**src/logic/ebc_pkg.sv**
```systemverilog
// Constants and types shared by the external bus window block.
// Assumes one aclk cycle stands for one half oscillator period.
`default_nettype none

package ebc_pkg;

    // ************************************************************
    // Register map and layout.
    // ************************************************************
    localparam logic [15:0] SETUP4_IDX  = 16'hff1a;
    localparam logic [19:0] SETUP4_ADDR = {2'b00, SETUP4_IDX, 2'b00};
    localparam logic [19:0] SETUP0_ADDR = 20'h0_0000;
    localparam logic [19:0] STATUS_ADDR = 20'h0_0004;
    localparam logic [15:0] SETUP_RST   = 16'h0000;
    localparam logic [15:0] SETUP_WMASK = 16'hf6ff;
    localparam logic [3:0]  WCNT_NONE   = 4'hf;
    localparam int F_WCNT   = 0;
    localparam int F_CDLY   = 4;
    localparam int F_TRIW   = 5;
    localparam int F_KIND   = 6;
    localparam int F_LSTR   = 9;
    localparam int F_WACT   = 10;
    localparam int F_HSEN   = 12;
    localparam int F_HPOL   = 13;
    localparam int F_SELRD  = 14;
    localparam int F_SELST  = 15;
    localparam int S_BUSY   = 0;
    localparam int S_ERR    = 1;
    localparam int S_BOOT   = 2;
    localparam logic [1:0] RESP_OKAY   = 2'b00;
    localparam logic [1:0] RESP_SLVERR = 2'b10;

    // ************************************************************
    // Cycle timing.
    // ************************************************************
    localparam int CLK_PERIOD_PS = 5000;
    localparam int HALF_PS       = 5000;
    localparam logic [5:0] HALF_CYC =
        6'((HALF_PS + CLK_PERIOD_PS - 1) / CLK_PERIOD_PS);
    localparam logic [5:0] ALE_CYC      = HALF_CYC;
    localparam logic [5:0] ALE_LONG_CYC = 6'(2 * HALF_CYC);
    localparam logic [5:0] CMD_BASE_CYC = 6'(2 * HALF_CYC);
    localparam logic [5:0] WAIT_CYC     = 6'(2 * HALF_CYC);

    typedef enum logic [2:0] {
        PH_IDLE = 3'b000,
        PH_ALE  = 3'b001,
        PH_DLY  = 3'b010,
        PH_CMD  = 3'b011,
        PH_TRI  = 3'b100
    } ebc_phase_t;

endpackage : ebc_pkg

`default_nettype wire

```
**src/logic/ebc_cycle_engine.sv**
```systemverilog
// Sequencer for one external bus cycle: latch, delay, command, tristate.
// Assumes cfg, write and be stay stable from start until idle returns.
`default_nettype none

module ebc_cycle_engine
    import ebc_pkg::*;
(
    input  wire logic        aclk,
    input  wire logic        aresetn,
    input  wire logic        start,
    input  wire logic        write,
    input  wire logic [1:0]  be,
    input  wire logic [15:0] cfg,
    input  wire logic        ready_sync,
    output logic             ale,
    output logic             rd_n,
    output logic             store_strobe_low_n,
    output logic             store_strobe_high_n,
    output logic             cs_n,
    output logic             cmd_phase,
    output logic             idle,
    output logic             sample,
    output logic             done
);

    typedef struct packed {
        ebc_phase_t  ph;
        logic [5:0]  cnt;
        logic        sample;
        logic        done;
    } ebc_eng_st_t;

    ebc_eng_st_t r;
    ebc_eng_st_t n;
    logic [5:0]  waits;
    logic [5:0]  cmd_len;
    logic        rdy_act;
    logic        bus8;
    logic        gated;

    assign waits   = 6'(WCNT_NONE - cfg[F_WCNT +: 4]);
    assign cmd_len = 6'(CMD_BASE_CYC + 6'(waits * WAIT_CYC));
    assign rdy_act = (ready_sync == cfg[F_HPOL]);
    assign bus8    = !cfg[F_KIND + 1];

    always_comb begin
        n        = r;
        n.sample = 1'b0;
        n.done   = 1'b0;
        unique case (r.ph)
            PH_IDLE: begin
                if (start) begin
                    n.ph  = PH_ALE;
                    n.cnt = cfg[F_LSTR] ? ALE_LONG_CYC - 6'd1
                                          : ALE_CYC - 6'd1;
                end
            end
            PH_ALE: begin
                if (r.cnt != 6'd0) begin
                    n.cnt = r.cnt - 6'd1;
                end else if (cfg[F_CDLY]) begin
                    n.ph  = PH_CMD;
                    n.cnt = cmd_len - 6'd1;
                end else begin
                    n.ph  = PH_DLY;
                    n.cnt = HALF_CYC - 6'd1;
                end
            end
            PH_DLY: begin
                if (r.cnt != 6'd0) begin
                    n.cnt = r.cnt - 6'd1;
                end else begin
                    n.ph  = PH_CMD;
                    n.cnt = cfg[F_HSEN] ? CMD_BASE_CYC - 6'd1 : cmd_len - 6'd1;
                end
            end
            PH_CMD: begin
                if (r.cnt != 6'd0) begin
                    n.cnt = r.cnt - 6'd1;
                end else if (!cfg[F_HSEN] || rdy_act) begin
                    n.sample = 1'b1;
                    n.ph     = cfg[F_TRIW] ? PH_IDLE : PH_TRI;
                    n.cnt    = WAIT_CYC - 6'd1;
                    n.done   = cfg[F_TRIW];
                end
            end
            PH_TRI: begin
                if (r.cnt != 6'd0) begin
                    n.cnt = r.cnt - 6'd1;
                end else begin
                    n.ph   = PH_IDLE;
                    n.done = 1'b1;
                end
            end
            default: begin
                n.ph = PH_IDLE;
            end
        endcase
        if (!aresetn) begin
            n    = '0;
            n.ph = PH_IDLE;
        end
    end

    always_ff @(posedge aclk) begin
        r <= n;
    end

    // A gated select follows its strobe; otherwise it spans the cycle.
    assign gated               = write ? cfg[F_SELST] : cfg[F_SELRD];
    assign cmd_phase           = (r.ph == PH_CMD);
    assign ale                 = (r.ph == PH_ALE);
    assign idle                = (r.ph == PH_IDLE);
    assign rd_n                = !(cmd_phase && !write);
    assign store_strobe_low_n  = !(cmd_phase && write && (bus8 || be[0]));
    assign store_strobe_high_n = !(cmd_phase && write && !bus8 && be[1]);
    assign cs_n                = gated ? !cmd_phase : idle;
    assign sample              = r.sample;
    assign done                = r.done;

endmodule : ebc_cycle_engine

`default_nettype wire

```
**src/logic/ebc_window_ctrl.sv**
```systemverilog
// Window setup registers, boot loading and external bus request front end.
// Assumes an AXI4-Lite master on aclk and asynchronous external pins.
//
// Contract
// - Wait states equal fifteen minus the four-bit wait count.
// - Command delay bit zero delays the command one half period after latch.
// - Tristate bit zero adds one tristate wait state.
// - Bus kind selects 8/16-bit and multiplexed or demultiplexed cycles.
// - Bus kind loads from the boot port at the end of reset; for window zero only with boot pin low.
// - Window zero resets to zero or, boot pin low, active with long latch.
// - Latch stretch bit one lengthens the address latch strobe.
// - Bus active bit zero disables external cycles for that window.
// - Handshake enable zero times cycles by the wait count only.
// - Ready input ends the cycle at the level the polarity bit picks.
// - Select on read gates chip select to the read strobe.
// - Select on store gates chip select to the store strobes.
//
// Local design decision: register access over AXI4-Lite.
`default_nettype none

module ebc_window_ctrl
    import ebc_pkg::*;
(
    input  wire logic        aclk,
    input  wire logic        aresetn,
    input  wire logic [19:0] s_axi_awaddr,
    input  wire logic        s_axi_awvalid,
    output logic             s_axi_awready,
    input  wire logic [31:0] s_axi_wdata,
    input  wire logic [3:0]  s_axi_wstrb,
    input  wire logic        s_axi_wvalid,
    output logic             s_axi_wready,
    output logic [1:0]       s_axi_bresp,
    output logic             s_axi_bvalid,
    input  wire logic        s_axi_bready,
    input  wire logic [19:0] s_axi_araddr,
    input  wire logic        s_axi_arvalid,
    output logic             s_axi_arready,
    output logic [31:0]      s_axi_rdata,
    output logic [1:0]       s_axi_rresp,
    output logic             s_axi_rvalid,
    input  wire logic        s_axi_rready,
    input  wire logic        req_valid,
    output logic             req_ready,
    input  wire logic        req_window,
    input  wire logic        req_write,
    input  wire logic [23:0] req_addr,
    input  wire logic [15:0] req_wdata,
    input  wire logic [1:0]  req_be,
    output logic             resp_valid,
    output logic             resp_err,
    output logic [15:0]      resp_rdata,
    input  wire logic        external_boot_pin,
    input  wire logic [1:0]  boot_config_port,
    input  wire logic        ext_ready,
    input  wire logic [15:0] ext_ad_i,
    output logic [15:0]      ext_ad_o,
    output logic             ext_ad_oe,
    output logic [23:0]      ext_addr,
    output logic             ext_ale,
    output logic             ext_rd_n,
    output logic             ext_store_strobe_low_n,
    output logic             ext_store_strobe_high_n,
    output logic [1:0]       ext_cs_n
);

    // ************************************************************
    // State.
    // ************************************************************
    typedef struct packed {
        logic [15:0] setup0;
        logic [15:0] setup4;
        logic        boot_done;
        logic        ebp_s1;
        logic        ebp_s2;
        logic [1:0]  bcp_s1;
        logic [1:0]  bcp_s2;
        logic        rdy_s1;
        logic        rdy_s2;
        logic [15:0] dat_s1;
        logic [15:0] dat_s2;
        logic        aw_have;
        logic [19:0] aw_addr;
        logic        w_have;
        logic [15:0] w_data;
        logic [1:0]  w_strb;
        logic        bvalid;
        logic [1:0]  bresp;
        logic        rvalid;
        logic [31:0] rdata;
        logic [1:0]  rresp;
        logic        busy;
        logic        start;
        logic        fin;
        logic        got;
        logic        last_err;
        logic        cur_win;
        logic        cur_write;
        logic [1:0]  cur_be;
        logic [15:0] cur_cfg;
        logic [15:0] cur_wdata;
        logic [23:0] cur_addr;
        logic        cap;
        logic [15:0] rd_hold;
        logic        resp_valid;
        logic        resp_err;
        logic [15:0] resp_rdata;
        logic [5:0]  cmd_cnt;
    } ebc_top_st_t;

    ebc_top_st_t r;
    ebc_top_st_t n;
    logic        fire;
    logic [15:0] sel_cfg;
    logic [15:0] wr_val0;
    logic [15:0] wr_val4;
    logic [19:0] wa;
    logic [19:0] ra;
    logic        bus8;
    logic        eng_ale;
    logic        eng_rd_n;
    logic        eng_stl_n;
    logic        eng_sth_n;
    logic        eng_cs_n;
    logic        eng_cmd;
    logic        eng_idle;
    logic        eng_sample;
    logic        eng_done;

    assign s_axi_awready = !r.aw_have && !r.bvalid;
    assign s_axi_wready  = !r.w_have && !r.bvalid;
    assign s_axi_arready = !r.rvalid;
    assign req_ready     = r.boot_done && !r.busy;
    assign fire          = req_valid && req_ready;
    assign sel_cfg       = req_window ? r.setup4 : r.setup0;
    assign wa            = {r.aw_addr[19:2], 2'b00};
    assign ra            = {s_axi_araddr[19:2], 2'b00};
    assign bus8          = !r.cur_cfg[F_KIND + 1];

    // Unused bits are masked on the way in, so they always read zero.
    assign wr_val0 = {r.w_strb[1] ? r.w_data[15:8] : r.setup0[15:8],
                      r.w_strb[0] ? r.w_data[7:0] : r.setup0[7:0]} & SETUP_WMASK;
    assign wr_val4 = {r.w_strb[1] ? r.w_data[15:8] : r.setup4[15:8],
                      r.w_strb[0] ? r.w_data[7:0] : r.setup4[7:0]} & SETUP_WMASK;

    // ************************************************************
    // Next state.
    // ************************************************************
    always_comb begin
        n            = r;
        n.start      = 1'b0;
        n.resp_valid = 1'b0;
        n.cap        = eng_sample;
        n.ebp_s1     = external_boot_pin;
        n.ebp_s2     = r.ebp_s1;
        n.bcp_s1     = boot_config_port;
        n.bcp_s2     = r.bcp_s1;
        n.rdy_s1     = ext_ready;
        n.rdy_s2     = r.rdy_s1;
        n.dat_s1     = ext_ad_i;
        n.dat_s2     = r.dat_s1;
        n.cmd_cnt    = eng_cmd ? r.cmd_cnt + 6'd1 : 6'd0;

        // The pins are caught in the first cycle after reset is released.
        if (!r.boot_done) begin
            n.boot_done           = 1'b1;
            n.setup4[F_KIND +: 2] = r.bcp_s2;
            if (!r.ebp_s2) begin
                n.setup0[F_WACT]      = 1'b1;
                n.setup0[F_LSTR]      = 1'b1;
                n.setup0[F_KIND +: 2] = r.bcp_s2;
            end
        end

        if (s_axi_awvalid && s_axi_awready) begin
            n.aw_have = 1'b1;
            n.aw_addr = s_axi_awaddr;
        end
        if (s_axi_wvalid && s_axi_wready) begin
            n.w_have = 1'b1;
            n.w_data = s_axi_wdata[15:0];
            n.w_strb = s_axi_wstrb[1:0];
        end
        if (r.aw_have && r.w_have) begin
            n.aw_have = 1'b0;
            n.w_have  = 1'b0;
            n.bvalid  = 1'b1;
            n.bresp   = RESP_OKAY;
            if (wa == SETUP0_ADDR) begin
                n.setup0 = wr_val0;
            end else if (wa == SETUP4_ADDR) begin
                n.setup4 = wr_val4;
            end else if (wa != STATUS_ADDR) begin
                n.bresp = RESP_SLVERR;
            end
        end
        if (r.bvalid && s_axi_bready) begin
            n.bvalid = 1'b0;
        end

        if (s_axi_arvalid && s_axi_arready) begin
            n.rvalid = 1'b1;
            n.rresp  = RESP_OKAY;
            n.rdata  = 32'h0000_0000;
            if (ra == SETUP0_ADDR) begin
                n.rdata[15:0] = r.setup0;
            end else if (ra == SETUP4_ADDR) begin
                n.rdata[15:0] = r.setup4;
            end else if (ra == STATUS_ADDR) begin
                n.rdata[S_BUSY] = r.busy;
                n.rdata[S_ERR]  = r.last_err;
                n.rdata[S_BOOT] = r.boot_done;
            end else begin
                n.rresp = RESP_SLVERR;
            end
        end
        if (r.rvalid && s_axi_rready) begin
            n.rvalid = 1'b0;
        end

        if (fire) begin
            if (sel_cfg[F_WACT]) begin
                n.busy      = 1'b1;
                n.start     = 1'b1;
                n.cur_win   = req_window;
                n.cur_write = req_write;
                n.cur_be    = req_be;
                n.cur_cfg   = sel_cfg;
                n.cur_wdata = req_wdata;
                n.cur_addr  = req_addr;
            end else begin
                n.resp_valid = 1'b1;
                n.resp_err   = 1'b1;
                n.resp_rdata = 16'h0000;
                n.last_err   = 1'b1;
            end
        end

        // Read data crosses two flip-flops, so it is taken one cycle late.
        if (r.cap) begin
            n.got     = 1'b1;
            n.rd_hold = (bus8 && r.cur_be == 2'b10) ? {r.dat_s2[7:0], r.dat_s2[7:0]}
                                                     : r.dat_s2;
        end
        if (eng_done) begin
            n.fin = 1'b1;
        end
        if (r.fin && r.got) begin
            n.fin        = 1'b0;
            n.got        = 1'b0;
            n.busy       = 1'b0;
            n.resp_valid = 1'b1;
            n.resp_err   = 1'b0;
            n.last_err   = 1'b0;
            n.resp_rdata = r.cur_write ? 16'h0000 : r.rd_hold;
        end

        if (!aresetn) begin
            n        = '0;
            n.setup0 = SETUP_RST;
            n.setup4 = SETUP_RST;
            n.ebp_s1 = external_boot_pin;
            n.ebp_s2 = r.ebp_s1;
            n.bcp_s1 = boot_config_port;
            n.bcp_s2 = r.bcp_s1;
        end
    end

    always_ff @(posedge aclk) begin
        r <= n;
    end

    // ************************************************************
    // Bus cycle engine and pins.
    // ************************************************************
    ebc_cycle_engine u_engine (
        .aclk                (aclk),
        .aresetn             (aresetn),
        .start               (r.start),
        .write               (r.cur_write),
        .be                  (r.cur_be),
        .cfg                 (r.cur_cfg),
        .ready_sync          (r.rdy_s2),
        .ale                 (eng_ale),
        .rd_n                (eng_rd_n),
        .store_strobe_low_n  (eng_stl_n),
        .store_strobe_high_n (eng_sth_n),
        .cs_n                (eng_cs_n),
        .cmd_phase           (eng_cmd),
        .idle                (eng_idle),
        .sample              (eng_sample),
        .done                (eng_done)
    );

    // A multiplexed bus carries the low address on the data lines first.
    assign ext_ad_o = (r.cur_cfg[F_KIND] && eng_ale) ? r.cur_addr[15:0] :
                      (bus8 && !r.cur_be[0]) ? {8'h00, r.cur_wdata[15:8]} :
                      r.cur_wdata;
    assign ext_ad_oe = (r.cur_cfg[F_KIND] && eng_ale) || (r.cur_write && eng_cmd);
    assign ext_addr                = r.cur_addr;
    assign ext_ale                 = eng_ale;
    assign ext_rd_n                = eng_rd_n;
    assign ext_store_strobe_low_n  = eng_stl_n;
    assign ext_store_strobe_high_n = eng_sth_n;
    assign ext_cs_n                = {r.cur_win ? eng_cs_n : 1'b1,
                                      r.cur_win ? 1'b1 : eng_cs_n};
    assign s_axi_bvalid            = r.bvalid;
    assign s_axi_bresp             = r.bresp;
    assign s_axi_rvalid            = r.rvalid;
    assign s_axi_rdata             = r.rdata;
    assign s_axi_rresp             = r.rresp;
    assign resp_valid              = r.resp_valid;
    assign resp_err                = r.resp_err;
    assign resp_rdata              = r.resp_rdata;

    logic [5:0] exp_cmd;
    assign exp_cmd = 6'(CMD_BASE_CYC + 6'(6'(WCNT_NONE - r.cur_cfg[3:0]) * WAIT_CYC));
endmodule : ebc_window_ctrl

`default_nettype wire
```
**config.mk**
```make
export PLATFORM = sky130hd
export DESIGN_NAME = ebc_window_ctrl
export DESIGN_NICKNAME = d
export VERILOG_FILES = /design/src/logic/ebc_pkg.sv /design/src/logic/ebc_cycle_engine.sv /design/src/logic/ebc_window_ctrl.sv
export SDC_FILE = /design/constraint.sdc
export NUM_CORES = 1
export LEC_CHECK = 0
export ABC_AREA = 1
export BUFFER_PORTS_ARGS = -buffer_cell sky130_fd_sc_hd__buf_4
export CORE_MARGIN = 2
export CORE_UTILIZATION = 57
export CTS_CLUSTER_DIAMETER = 100
export DETAILED_ROUTE_END_ITERATION = 10
export PLACE_DENSITY = 0.95
export SKIP_CTS_REPAIR_TIMING = 1
export SYNTH_ARGS = -nofsm -noshare
export SYNTH_HDL_FRONTEND = slang
export SYNTH_HIERARCHICAL = 1
export SYNTH_SLANG_ARGS = --single-unit
```
**constraint.sdc**
```tcl
create_clock -name aclk -period 3.1 [get_ports aclk]
set_input_delay 0.465 -clock aclk [delete_from_list [all_inputs] [get_ports aclk]]
set_output_delay 0.465 -clock aclk [all_outputs]
set_load 0.01 [all_outputs]
```
==> flow_metrics.py <==
metrics = {
    "floorplanning": {
        "core_area_mm2": 0.0172,
        "die_area_mm2": 0.0186,
        "fp.dieH_um": 137,
        "start_util": 0.581,
        "io-pin-count": 255,
        "rows": 48,
        "die_w_um": 137,
    },
    "critical_path": {
        "cp_max_fo": 15,
        "worstPathRequired_ns": 2.63,
        "rrSetupSlack_ns": 1.31,
        "start_kind": "flip-flop",
        "worstSetupPathType": "flip-flop to output pin",
        "crit_path_end_kind": "output pin",
        "worstPathArrival_ns": 2.33,
    },
    "power_and_ir_drop": {
        "ir_drop_v": 0.000402,
        "total_power_mw": 7.21,
        "power_density_mw_per_mm2": 605,
        "power_leakage_nw": 5.62,
    },
    "cells_and_area": {
        "diodes": 0,
        "final_cells": 1743,
        "drive_gt1_frac": 0.199,
        "fin_nets": 1653,
        "syn2layout_area_growth_pct": 19.2,
        "final_common_cell": "nor2_1",
        "post-route-cell-area_mm2": 0.0119,
        "final_util": 0.692,
        "final_cell_mix": "nor2_1, dfxtp_1, nand2_1",
    },
    "global_route": {
        "grt_max_degree": 69,
        "grt-ovfl-total": 0,
        "grt_pass1_vias": 9033,
        "grt_pass1_wl_mm": 41.7,
        "grt_usage": 0.275,
        "antenna_found_initial": 0,
    },
    "timing": {
        "skew_ns": 0.00819,
        "finalSetupViolations": 0,
        "rsz0062_at_grt": "false",
        "fin_crit_ns": 2.79,
        "finalCritPeriodShare": 0.900,
        "drv_slew": 0,
        "timing.fmax_mhz": 358,
        "max-slew-margin-rel": 0.284,
        "hold_violations": 0,
        "worst_pin_slew_ns": 1.07,
        "setup_tns_ns": 0,
    },
    "drt": {
        "final_antenna_net_count": 0,
        "vias_per_cell": 5.44,
        "wire_per_inst_um": 15.2,
        "dr.first_iter.drc_count": 707,
        "num_vias": 9485,
        "finalWirelength_mm": 26.5,
        "drc_errors": 0,
        "firstDrtPassIters": 6,
    },
    "placement": {
        "gp_congestion": 0.874,
        "dp.cells": 1704,
        "dpl.hpwl_mm": 18.2,
        "portBuffers": 210,
        "placed_cell_area_mm2": 0.0112,
    },
    "synth": {
        "synth_area_per_cell_um2": 7.29,
        "synth-warning-count": 6,
        "synth_area_mm2": 0.0100,
        "synthCells": 1374,
    },
    "clocking": {
        "ctsRootBufferMaster": "clkbuf_16",
        "cts_htree_levels": 1,
        "clock_path_buffers": 3,
        "worstSkewPairLatency_ns": 0.51,
        "numCtsBuffers": 23,
        "cts_num_sinks": 230,
        "cts_tree": "yes",
        "path_clk_slew_ns": 0.06,
    },
    "status": {
        "status": "finished clean",
    },
    "min_path": {
        "hold_class": "primary input to flip-flop",
    },
    "flow_run": {
        "drv_cap": 0,
    },
}
critical path, cell delays in order (launching register included):
cell     delay [ns]
dfxtp_1        0.52
inv_2          0.13
nand3_2        0.13
inv_2          0.12
nand2_2        0.26
buf_4          0.23
nand2_1        0.06
o21ai_0        0.19
buf_4          0.16
routing by layer:
metal,GRT usage,share of wire
met4,0.115,0.036
met3,0.0622,0.092
met1,0.315,0.38
met5,0,0
met2,0.492,0.50
power by group:
part	switching, mW	total [mW]	internal (mW)
Combinational	0.757	1.24	0.480
Clock	1.13	2.72	1.59
Sequential	0.144	3.26	3.12
state kept, by name, summed over array words and instances (netlist names):
signal and cells:
ext_addr 24, s_axi_rresp 1, s_axi_bvalid 1, u_engine/r 9, resp_err 1, r 159, s_axi_bresp 1, u_engine/sample 1
s_axi_rvalid 1, u_engine/done 1, resp_rdata 16, resp_valid 1, s_axi_rdata 14
path summary, 6_finish.rpt:
kind / from / endpoint / depth (start not counted)
worst max-delay path: u_engine/r[10]$_SDFFE_PN0P_ / ext_ad_o[9] / 8
worst min-delay path: external_boot_pin / r[223]$_DFF_P_ / 1
worst max register to register: s_axi_bvalid$_SDFFE_PP0P_ / r[179]$_SDFFE_PN0P_ / 5
worst min register to register: r[221]$_DFF_P_ / r[219]$_DFF_P_ / 0
cell type report:
cell class	count	area [um2]
clock inverter	4	51.3
multi-input combinational	901	4150
inverter	124	469
sequential	230	4600
clock buffer	35	681
fill	1241	5310
timing repair buffer	224	1690
tap	225	282
per-stage QoR:
| step | setup slack [ns] | hold slack (ns) |
|---|---|---|
| 5_1_grt | 0.155 | 0.0462 |
| 3_3_place_gp | 0.838 | 0.311 |
| 3_5_place_dp | 0.783 | 0.323 |
| 6_report | 0.309 | 0.0593 |
| 2_1_floorplan | 0.962 | 0.310 |
| 4_1_cts | 0.196 | 0.0507 |
Note: power is estimated with default switching activity, not from simulation.
